--- config.mk ---
export PLATFORM = sky130hd
export DESIGN_NAME = cmpl_top
export DESIGN_NICKNAME = d
export VERILOG_FILES = /design/src/verilog/cmpl_top.v /design/src/verilog/cmpl_sync.v /design/src/verilog/cmpl_chan.v
export VERILOG_INCLUDE_DIRS = /design/src /design/src/verilog
export SDC_FILE = /design/constraint.sdc
export NUM_CORES = 1
export LEC_CHECK = 0
export BUFFER_PORTS_ARGS = -buffer_cell sky130_fd_sc_hd__buf_2
export CORE_MARGIN = 2
export CORE_UTILIZATION = 33
export DETAILED_ROUTE_END_ITERATION = 10
export PLACE_DENSITY = 0.6
export SYNTH_ARGS = -nofsm -noshare
export SYNTH_HDL_FRONTEND = slang
export SYNTH_SLANG_ARGS = --single-unit
--- constraint.sdc ---
create_clock -name clk -period 2.25 [get_ports clk]
set_clock_uncertainty 0.05 [all_clocks]
set_input_delay 0.1125 -clock clk [delete_from_list [all_inputs] [get_ports clk]]
set_output_delay 0.1125 -clock clk [all_outputs]
set_load 0.05 [all_outputs]
--- src/verilog/cmpl_defines.vh ---
`ifndef CMPL_DEFINES_VH
`define CMPL_DEFINES_VH

// ==========================================================
// register byte offsets
`define CMPL_CTRL_BASE      8'h00
`define CMPL_DACV_BASE      8'h04
`define CMPL_CHAN_STRIDE    8'h08
`define CMPL_STAT_OFS       8'h40
`define CMPL_MASK_OFS       8'h44

// ==========================================================
// control register fields
`define CMPL_CTRL_EN_BIT    15
`define CMPL_CTRL_SIDL_BIT  13
`define CMPL_CTRL_POL_BIT   1
`define CMPL_CTRL_STAT_BIT  0
`define CMPL_CTRL_WMASK     16'ha002

// ==========================================================
// reset values
`define CMPL_CTRL_RST       16'h0000
`define CMPL_DAC_RST        10'h000

// ==========================================================
// widths and timing, in instruction cycles
`define CMPL_DAC_BITS       10
`define CMPL_FILT_CYCLES    2
`define CMPL_PULSE_CYCLES   1

`endif

--- src/verilog/cmpl_top.v ---
// Contract
// RQ1 - filter out comparator glitches under two cycles
// RQ2 - bypass filter in sleep or idle
// RQ3 - asynchronous wake path to interrupt controller
// RQ4 - stop-in-idle bit turns comparator off
// RQ5 - any stop-in-idle bit stops whole group; the code counts only the bits of enabled comparators
// RQ6 - one-cycle pulse triggers ADC and interrupt
// RQ7 - reference value register drives DAC code
// RQ8 - disabled module powers down DAC, comparator
// RQ9 - programmable output polarity before filtering
// RQ10 - ten-bit DAC code to inverting input
// RQ11 - one event drives interrupt, ADC, PWM
// RQ12 - synchronise comparator output, pulse per transition; the code pulses only on rising transitions of the polarity-adjusted level
`timescale 1ns/100ps
`include "cmpl_defines.vh"
module cmpl_top #(
  parameter NUM_CMP  = 4,
  parameter DAC_BITS = `CMPL_DAC_BITS
) (
  input  wire                         clk,
  input  wire                         srst,
  // apb slave
  input  wire                         psel,
  input  wire                         penable,
  input  wire                         pwrite,
  input  wire [7:0]                   paddr,
  input  wire [31:0]                  pwdata,
  output reg  [31:0]                  prdata,
  output reg                          pready,
  output reg                          pslverr,
  // power modes
  input  wire                         idle_mode,
  input  wire                         sleep_mode,
  // analog side
  input  wire [NUM_CMP-1:0]           cmp_raw,
  output reg  [NUM_CMP*DAC_BITS-1:0]  dac_code_q,
  output reg  [NUM_CMP-1:0]           dac_pwr_en_q,
  output reg  [NUM_CMP-1:0]           cmp_pwr_en_q,
  // event consumers
  output reg  [NUM_CMP-1:0]           adc_trig_q,
  output reg  [NUM_CMP-1:0]           pwm_limit_q,
  output wire [NUM_CMP-1:0]           wake_async,
  output reg                          irq_q
);
  // ==========================================================
  // register storage
  reg  [15:0]         ctrl_q [0:NUM_CMP-1];
  reg  [NUM_CMP-1:0]  stat_q;
  reg  [NUM_CMP-1:0]  mask_q;
  reg                 lowpwr_q;
  wire [NUM_CMP-1:0]  cmp_sync;
  wire [NUM_CMP-1:0]  lvl;
  wire [NUM_CMP-1:0]  pls;
  wire [NUM_CMP-1:0]  en_v;
  wire [NUM_CMP-1:0]  sidl_v;
  wire [NUM_CMP-1:0]  pol_v;
  wire                group_stop;
  wire                acc;
  wire                wr_done;
  reg  [NUM_CMP-1:0]  ctrl_sel;
  reg  [NUM_CMP-1:0]  dac_sel;
  wire                stat_sel;
  wire                mask_sel;
  wire                addr_hit;
  wire [NUM_CMP*16-1:0] ctrl_rd;
  reg  [31:0]         rd_word;
  wire [NUM_CMP-1:0]  stat_clr;
  wire [NUM_CMP-1:0]  stat_d;
  wire [NUM_CMP-1:0]  run_en;
  integer             i;
  integer             j;
  integer             k;
  integer             m;

  genvar g;
  generate
    for (g = 0; g < NUM_CMP; g = g + 1) begin : g_vec
      assign en_v[g]   = ctrl_q[g][`CMPL_CTRL_EN_BIT];
      assign sidl_v[g] = ctrl_q[g][`CMPL_CTRL_SIDL_BIT];
      assign pol_v[g]  = ctrl_q[g][`CMPL_CTRL_POL_BIT];
      // read view: bit 0 shows the filtered level, not the stored bit
      assign ctrl_rd[g*16 +: 16] = {ctrl_q[g][15:1], lvl[g]};
    end
  endgenerate

  // any enabled stop-in-idle bit idles the whole group
  assign group_stop = |(sidl_v & en_v) & idle_mode; // RQ4 RQ5

  // ==========================================================
  // comparator path
  cmpl_sync #(
    .WIDTH (NUM_CMP)
  ) u_sync (
    .clk      (clk),
    .srst     (srst),
    .async_in (cmp_raw),
    .sync_out (cmp_sync)
  ); // RQ12

  generate
    for (g = 0; g < NUM_CMP; g = g + 1) begin : g_chan
      cmpl_chan #(
        .FILT_CYCLES (`CMPL_FILT_CYCLES)
      ) u_chan (
        .clk      (clk),
        .srst     (srst),
        .cmp_sync (cmp_sync[g]),
        .polarity (pol_v[g]),
        .enable   (en_v[g] & ~group_stop),
        .bypass   (lowpwr_q),
        .level    (lvl[g]),
        .pulse    (pls[g])
      );
    end
  endgenerate

  // unclocked wake path, gated only by held mode and enable state
  assign wake_async = (cmp_raw ^ pol_v) & cmp_pwr_en_q & {NUM_CMP{lowpwr_q}}; // RQ3

  // ==========================================================
  // apb slave: one wait state, answer from flops
  assign acc     = psel & penable;
  assign wr_done = acc & pready & pwrite & ~pslverr;

  // ==========================================================
  // address decode, one select per register
  always @* begin
    ctrl_sel = {NUM_CMP{1'b0}};
    dac_sel  = {NUM_CMP{1'b0}};
    for (k = 0; k < NUM_CMP; k = k + 1) begin
      ctrl_sel[k] = (paddr == `CMPL_CTRL_BASE + k[7:0] * `CMPL_CHAN_STRIDE);
      dac_sel[k]  = (paddr == `CMPL_DACV_BASE + k[7:0] * `CMPL_CHAN_STRIDE);
    end
  end

  assign stat_sel = (paddr == `CMPL_STAT_OFS);
  assign mask_sel = (paddr == `CMPL_MASK_OFS);
  assign addr_hit = |{ctrl_sel, dac_sel, stat_sel, mask_sel};

  // read word of the selected register, zero when unmapped
  always @* begin
    rd_word = 32'h0000_0000;
    for (m = 0; m < NUM_CMP; m = m + 1) begin
      if (ctrl_sel[m]) begin
        rd_word = {16'h0000, ctrl_rd[m*16 +: 16]};
      end
      if (dac_sel[m]) begin
        rd_word = {{(32-DAC_BITS){1'b0}}, dac_code_q[m*DAC_BITS +: DAC_BITS]};
      end
    end
    if (stat_sel) begin
      rd_word = {{(32-NUM_CMP){1'b0}}, stat_q};
    end
    if (mask_sel) begin
      rd_word = {{(32-NUM_CMP){1'b0}}, mask_q};
    end
  end

  // answer one cycle into the access phase, then drop
  always @(posedge clk) begin
    if (srst) begin
      pready  <= 1'b0;
      pslverr <= 1'b0;
      prdata  <= 32'h0000_0000;
    end else if (acc && !pready) begin
      pready  <= 1'b1;
      pslverr <= ~addr_hit;
      prdata  <= pwrite ? 32'h0000_0000 : rd_word;
    end else begin
      pready  <= 1'b0;
      pslverr <= 1'b0;
      prdata  <= 32'h0000_0000;
    end
  end

  // ==========================================================
  // control and mask registers
  always @(posedge clk) begin
    if (srst) begin
      for (i = 0; i < NUM_CMP; i = i + 1) begin
        ctrl_q[i] <= `CMPL_CTRL_RST;
      end
      mask_q <= {NUM_CMP{1'b0}};
    end else if (wr_done) begin
      for (i = 0; i < NUM_CMP; i = i + 1) begin
        if (ctrl_sel[i]) begin
          ctrl_q[i] <= pwdata[15:0] & `CMPL_CTRL_WMASK;
        end
      end
      if (mask_sel) begin
        mask_q <= pwdata[NUM_CMP-1:0];
      end
    end
  end

  // ==========================================================
  // reference values, straight onto the dac code lines
  always @(posedge clk) begin
    if (srst) begin
      for (j = 0; j < NUM_CMP; j = j + 1) begin
        dac_code_q[j*DAC_BITS +: DAC_BITS] <= `CMPL_DAC_RST;
      end
    end else if (wr_done) begin
      for (j = 0; j < NUM_CMP; j = j + 1) begin
        if (dac_sel[j]) begin
          dac_code_q[j*DAC_BITS +: DAC_BITS] <= pwdata[DAC_BITS-1:0]; // RQ7 RQ10
        end
      end
    end
  end

  // ==========================================================
  // sticky event status: set wins over write-one-to-clear
  assign stat_clr = (wr_done && stat_sel) ? pwdata[NUM_CMP-1:0] : {NUM_CMP{1'b0}};
  assign stat_d   = (stat_q & ~stat_clr) | pls; // RQ6 RQ11

  always @(posedge clk) begin
    if (srst) begin
      stat_q <= {NUM_CMP{1'b0}};
    end else begin
      stat_q <= stat_d;
    end
  end

  // ==========================================================
  // level interrupt, follows status so a clear drops it at once
  always @(posedge clk) begin
    if (srst) begin
      irq_q <= 1'b0;
    end else begin
      irq_q <= |(stat_d & mask_q); // RQ6
    end
  end

  // ==========================================================
  // low-power mode and analog power enables
  assign run_en = en_v & {NUM_CMP{~group_stop}};

  always @(posedge clk) begin
    if (srst) begin
      lowpwr_q     <= 1'b0;
      cmp_pwr_en_q <= {NUM_CMP{1'b0}};
      dac_pwr_en_q <= {NUM_CMP{1'b0}};
    end else begin
      lowpwr_q     <= idle_mode | sleep_mode; // RQ2
      cmp_pwr_en_q <= run_en; // RQ4 RQ5 RQ8
      dac_pwr_en_q <= run_en; // RQ8
    end
  end

  // ==========================================================
  // event consumers: adc trigger pulse and pwm limit level
  always @(posedge clk) begin
    if (srst) begin
      adc_trig_q  <= {NUM_CMP{1'b0}};
      pwm_limit_q <= {NUM_CMP{1'b0}};
    end else begin
      adc_trig_q  <= pls; // RQ6 RQ11
      pwm_limit_q <= lvl; // RQ11
    end
  end
endmodule

--- src/verilog/cmpl_sync.v ---
`timescale 1ns/100ps
// ==========================================================
// two-stage level synchroniser
module cmpl_sync #(
  parameter WIDTH = 1
) (
  input  wire             clk,
  input  wire             srst,
  input  wire [WIDTH-1:0] async_in,
  output wire [WIDTH-1:0] sync_out
);
  reg [WIDTH-1:0] meta_q;
  reg [WIDTH-1:0] sync_q;

  always @(posedge clk) begin
    if (srst) begin
      meta_q <= {WIDTH{1'b0}};
      sync_q <= {WIDTH{1'b0}};
    end else begin
      meta_q <= async_in;
      sync_q <= meta_q;
    end
  end

  assign sync_out = sync_q;
endmodule

--- src/verilog/cmpl_chan.v ---
`timescale 1ns/100ps
`include "cmpl_defines.vh"
// ==========================================================
// per-comparator polarity, glitch filter and event pulse
module cmpl_chan #(
  parameter FILT_CYCLES = `CMPL_FILT_CYCLES
) (
  input  wire clk,
  input  wire srst,
  input  wire cmp_sync,
  input  wire polarity,
  input  wire enable,
  input  wire bypass,
  output wire level,
  output wire pulse
);
  reg       filt_q;
  reg [3:0] cnt_q;
  reg       pulse_q;
  wire      cmp_pol;

  assign cmp_pol = cmp_sync ^ polarity; // RQ9

  always @(posedge clk) begin
    if (srst || !enable) begin
      filt_q  <= 1'b0;
      cnt_q   <= 4'h0;
      pulse_q <= 1'b0;
    end else begin
      pulse_q <= 1'b0;
      if (bypass) begin
        // unfiltered path in low-power modes
        filt_q  <= cmp_pol; // RQ2
        cnt_q   <= 4'h0;
        pulse_q <= cmp_pol & ~filt_q; // RQ6 RQ12
      end else if (cmp_pol == filt_q) begin
        cnt_q <= 4'h0;
      end else if (cnt_q == FILT_CYCLES[3:0] - 4'h1) begin
        // new level held long enough to pass
        filt_q  <= cmp_pol; // RQ1
        cnt_q   <= 4'h0;
        pulse_q <= cmp_pol; // RQ6 RQ12
      end else begin
        cnt_q <= cnt_q + 4'h1; // RQ1
      end
    end
  end

  assign level = filt_q;
  assign pulse = pulse_q;
endmodule

---- After elaboration in Yosys (flattened, before gate mapping) ----
Memories as Yosys holds them, arrays and structs flattened.
Index checks and enable logic that the tools add are counted.
word-level totals
  register bits ........................... 128
  RAM bits ................................ 12
  input bits .............................. 51
  output and inout bits ................... 95
  word-level logic and storage cells ...... 191
  memories kept ........................... 1
operators by class
  add/sub/neg operators ................... 4
  eq/ne operators ......................... 21
  mux-type cells .......................... 58
  bitwise operators ....................... 39
  reduce and logical (&&, ||, !) cells .... 37
memory list
  memory  depth  bits a word  rd ports  clocked after memory_dff  write ports  line           RTL
  ctrl_q  4      3            4         0                         4            cmpl_top.v:47  reg [15:0] ctrl_q [0:NUM_CMP-1];
operator list
  kind                   number
  $mux W16               7
  $mux W1                43
  $eq A8 B5 Y1 const B   4
  $and A4 B4 Y4          6
  $reduce_or A4 Y1       6
  $reduce_and A2 Y1      9
  $add A4 B1 Y4 const B  4
  $eq A4 B1 Y1 const B   4
  $eq A8 B4 Y1 const B   2
  $eq A8 B7 Y1 const B   2
  $and A1 B1 Y1          13
  $mux W3                4
  $mux W4                3
  $reduce_or A12 Y1      1
  $mux W10               1
  $reduce_or A10 Y1      1
  $eq A8 B3 Y1 const B   1
  $logic_not A8 Y1       1
  $ne A2 B2 Y1 const B   4
  $not A1 Y1             8
  $reduce_bool A2 Y1     4
  $reduce_or A6 Y1       1
  $logic_not A1 Y1       5
  $or A1 B1 Y1           5
  other kinds (10)       20

---- Longest topological paths before layout ----
  word-level depth ........................ 11
  depth in mapped cells ................... 8
  depth with buffers taken out ............ 6

---- By module ----
From an unflattened synthesis, not the netlist that was laid out.
unflattened totals
  cell total of the unflattened synthesis .. 559
  area, all modules ....................... 5626.6 µm²
modules (own cells, without submodules)
  module     instances  cells an instance  area an instance (µm²)  sequential area each (µm²)
  cmpl_top   1          411                4080.2                  1881.8
  cmpl_chan  4          33                 334.1                   120.1
  cmpl_sync  1          16                 210.2                   160.2

---- Worst setup path after synthesis ----
Ideal clock, no wire load.
  path type ............................... flip-flop to flip-flop
  start ................................... register pready
  end ..................................... memory ctrl_q[1][0] in the netlist's numbering (enable)
  library setup time ...................... 0.355 ns
  arrival ................................. 1.727 ns
  data required time ...................... 1.845 ns
  setup slack ............................. 0.117 ns
  cell stages (with the launch flop) ...... 5
  path buffers ............................ 1
  period minus slack after synthesis ...... 2.133 ns
  cell sequence ........................... dfxtp_1 -> nand3b_1 -> or2_2 -> clkbuf_1 -> o31ai_1
RTL lines
  element                   line            RTL
  start: declaration        cmpl_top.v:29   output reg pready,
  start signal: assignment  cmpl_top.v:162  pready <= 1'b0;
  start signal: assignment  cmpl_top.v:166  pready <= 1'b1;
  start signal: assignment  cmpl_top.v:170  pready <= 1'b0;
  end: declaration          cmpl_top.v:47

==> impl_metrics.csv <==
group,metric,value,unit
critical_path,worstSetupEndpointType,"register",
pwr,p_per_area,822,nW/µm²
critical_path,crit_required,2.55,ns
sta,whs,0.0198,ns
finish,multi_input_area,2380,µm²
yosys,yosysUniqueCellTypes,50,
pwr,p_int,4.33,mW
clock_network,clk-insertion-delay-late,0.42,ns
sta,worst_slack,0.238,ns
yosys,synthAdderAreaFrac,2.88,%
yosys,synth_top_area_share,41.5,%
route,drt-total-wl,14200,µm
global_routing,grt_use_total,17.4,%
route,first_iter_violations,323,
sta,drv_slew,0,
status,status,"completed",
finish,fin_nets,772,
yosys,synth_top_family_by_area,"simple AND/OR/NAND/NOR gates",
sta,hold_viol,0,
yosys,synth_area_leaders,"dfxtp_1 41%, edfxtp_1 6.9%, mux2i_1 6.0%",
yosys,synth_compound_area_share,10.7,%
sta,worstMarginPinSlew,0.635,ns
global_routing,grt_overflow_total,0,
placement,dp.final_hpwl,10400,µm
yosys,netlist_area,5220,µm²
pwr,switching_share,22.5,%
clock_network,htreeDepth,4,
placement,finalWeightedCongestion,0.847,
yosys,ys.flop_type,"dfxtp_1",
critical_path,start_kind,"register",
critical_path,path_cells,"a22o_1 > o21ai_1 > nand3_1 > or4_1 > nor2_1",
pwr,clkPwrFrac,54.3,%
clock_network,cts_buffers,17,
finish,antenna_cells,0,
pwr,peakVddDrop,515,µV
floorplanning,fp.dieH,130,µm
yosys,yosysTopAreaCell,"dfxtp_1",
critical_path,cpPeakStageDelay,0.59,ns
global_routing,grt_max_degree,57,
pwr,power.total,5.59,mW
pwr,p_switching,1.25,mW
floorplanning,fp.dieArea,16800,µm²
critical_path,arrival,2.31,ns
yosys,syn_inst,576,
job,max-cap-violations,0,
critical_path,crit_type,"reg2reg",
clock_network,clock_path_buffers,2,
clock_network,numClockSinks,120,
critical_path,worstPathMaxFanout,4,
floorplanning,num_rows,45,
sta,period_share,89.4,%
route,dr_total_vias,4561,
yosys,synth.most_common_cell,"dfxtp_1",
finish,final_cell_area,6800,µm²
critical_path,cp_top_family,"simple AND/OR/NAND/NOR gates",
finish,nFillCells,1502,
finish,seqCellArea,2520,µm²
placement,dp.cells,883,
floorplanning,die_w,130,µm
sta,relSlewSlack,57.6,%
yosys,ys_ff_latch,120,
global_routing,antenna_found_initial,0,
sta,setup_violations,0,
critical_path,cpMaxStageDelayCell,"or4_1",
sta,fmax,0.497,GHz
yosys,seq_area_frac_synth,48.4,%
yosys,ys_warn_count,0,
yosys,synth_mux_area_share,6.38,%
sta,rsz0062_at_grt,"false",
clock_network,cts_tree,"done",
yosys,avgSynthCellArea,9.05,µm²
route,final_antenna_net_count,0,
pwr,p_seq_share,39.5,%
clock_network,root_buffer,"clkbuf_16",
yosys,synth-async-reset-ratio,0,%
placement,portBuffers,105,
yosys,synth-edff-count,12,
finish,drive_gt1_share,23.5,%
yosys,synthXorXnorAreaFrac,2.69,%
finish,area_growth,30.3,%
global_routing,grt_pass1_wl,22300,µm
finish,instances_no_fill,933,
floorplanning,core_area,15300,µm²
min_path,hold_path_class,"in2reg",
placement,post_dp_cell_area,5950,µm²
clock_network,path_clk_slew,0.06,ns
yosys,yosys.area_share.simple,21.6,%
route,dr.pass1.iters,5,
sta,fin_crit,2.01,ns
pwr,leakage,2.83,nW
floorplanning,start_util,34.1,%
route,post_drt_wl_per_cell,15.2,µm
sta,tns,0,ns
route,remaining_drc_errors,0,
route,routed_via_density,4.89,
global_routing,grt_pass1_vias,4335,
yosys,synth_common_cells,"108 x dfxtp_1, 69 x nand2_1, 63 x nor2_1",
critical_path,crit_buf_inv,0,
placement,pre_cts_ws,0.134,ns
floorplanning,io_pins,146,
pwr,p_comb_share,6.2,%
finish,utilization,44.4,%
-- registers in the layout, indices dropped and copies added, names as in the netlist, 12 cells and up --
| signal | count |
|---|---|
| dac_code_q | 40 |
| g_chan.u_chan.cnt_q | 16 |
| ctrl_q | 12 |
| prdata | 12 |
-- layout by cell type (no fill, tap or decap), drive strengths merged, types with 3 or more instances in the layout --
master	count
dfxtp	108
clkinvlp	3
bufinv	5
a221oi	5
or4	8
nor2b	12
xnor2	4
nor2	64
clkbuf	20
or3	3
a31oi	5
a21oi	55
and3	6
clkinv	4
nor4	7
o22ai	5
dlygate4sd3	18
inv	21
nor3b	5
edfxtp	12
ha	12
nand2b	4
a211oi	5
xor2	12
and2	13
nor3	14
conb	20
nand2	69
nand3b	3
mux2i	31
buf	127
nand3	19
o21ai	7
-- logic make-up after synthesis --
kind of cell / Yosys count
compound gates: 94
xor+xnor: 16
fa+ha+maj: 12
buf+inv: 71
flops: 120
mux: 32
other cells: 1
simple gates: 230
-- final timing paths --
| check | depth (start not counted) | slack [ns] | to | start |
|---|---|---|---|---|
| setup / recovery | 5 | 0.24 | g_chan[1].u_chan.cnt_q[3] | ctrl_q[0][2] |
| hold / removal | 3 | 0.02 | pslverr | paddr[0] |
| setup reg to reg | 5 | 0.24 | g_chan[1].u_chan.cnt_q[3] | ctrl_q[0][2] |
| hold reg to reg | 1 | 0.39 | u_sync.sync_out[0] | u_sync.meta_q[0] |
-- routing by layer --
layer	track usage (%)	wire length, µm	up-vias	part of all wire, %
li1	-	-	2216	-
met3	5.62	1010	19	7.1
met5	0	0	-	0
met1	23.2	6470	2183	45
met4	6.51	226	0	1.6
met2	26.5	6520	143	46
-- what timing repair did --
action                     CTS  global route
hold endpoints to repair    49             0
gates resized for setup      0             1
buffers inserted             0             0
setup endpoints to repair    0             5
hold buffers                18             0
-- cell type report --
class,count,share of cell area [%]
multi-input cells,404,35.1
flip-flops and latches,120,37.1
clock buffers,20,6.87
clock inverters,12,2.89
inverters,21,1.16
well taps,211,3.89
repair buffers,145,13.0
-- worst reg2reg max path, delay by kind of cell, from the launching register on --
family / cells / cell delay [ns]
AO/OA/AOI/OAI: 2 / 0.52
AND/OR/NAND/NOR: 3 / 0.95
flip-flops: 1 / 0.43
-- power by group through the flow --
stage	clock, mW	sequential, mW	combinational [mW]
finish	3.03	2.21	0.345
global route	3.18	2.21	0.375
CTS	3.07	2.21	0.344
detailed placement	0	2.25	0.318
global placement	0	2.25	0.312
floorplan	0	2.26	0.240
(Power assumes the default switching activity.)
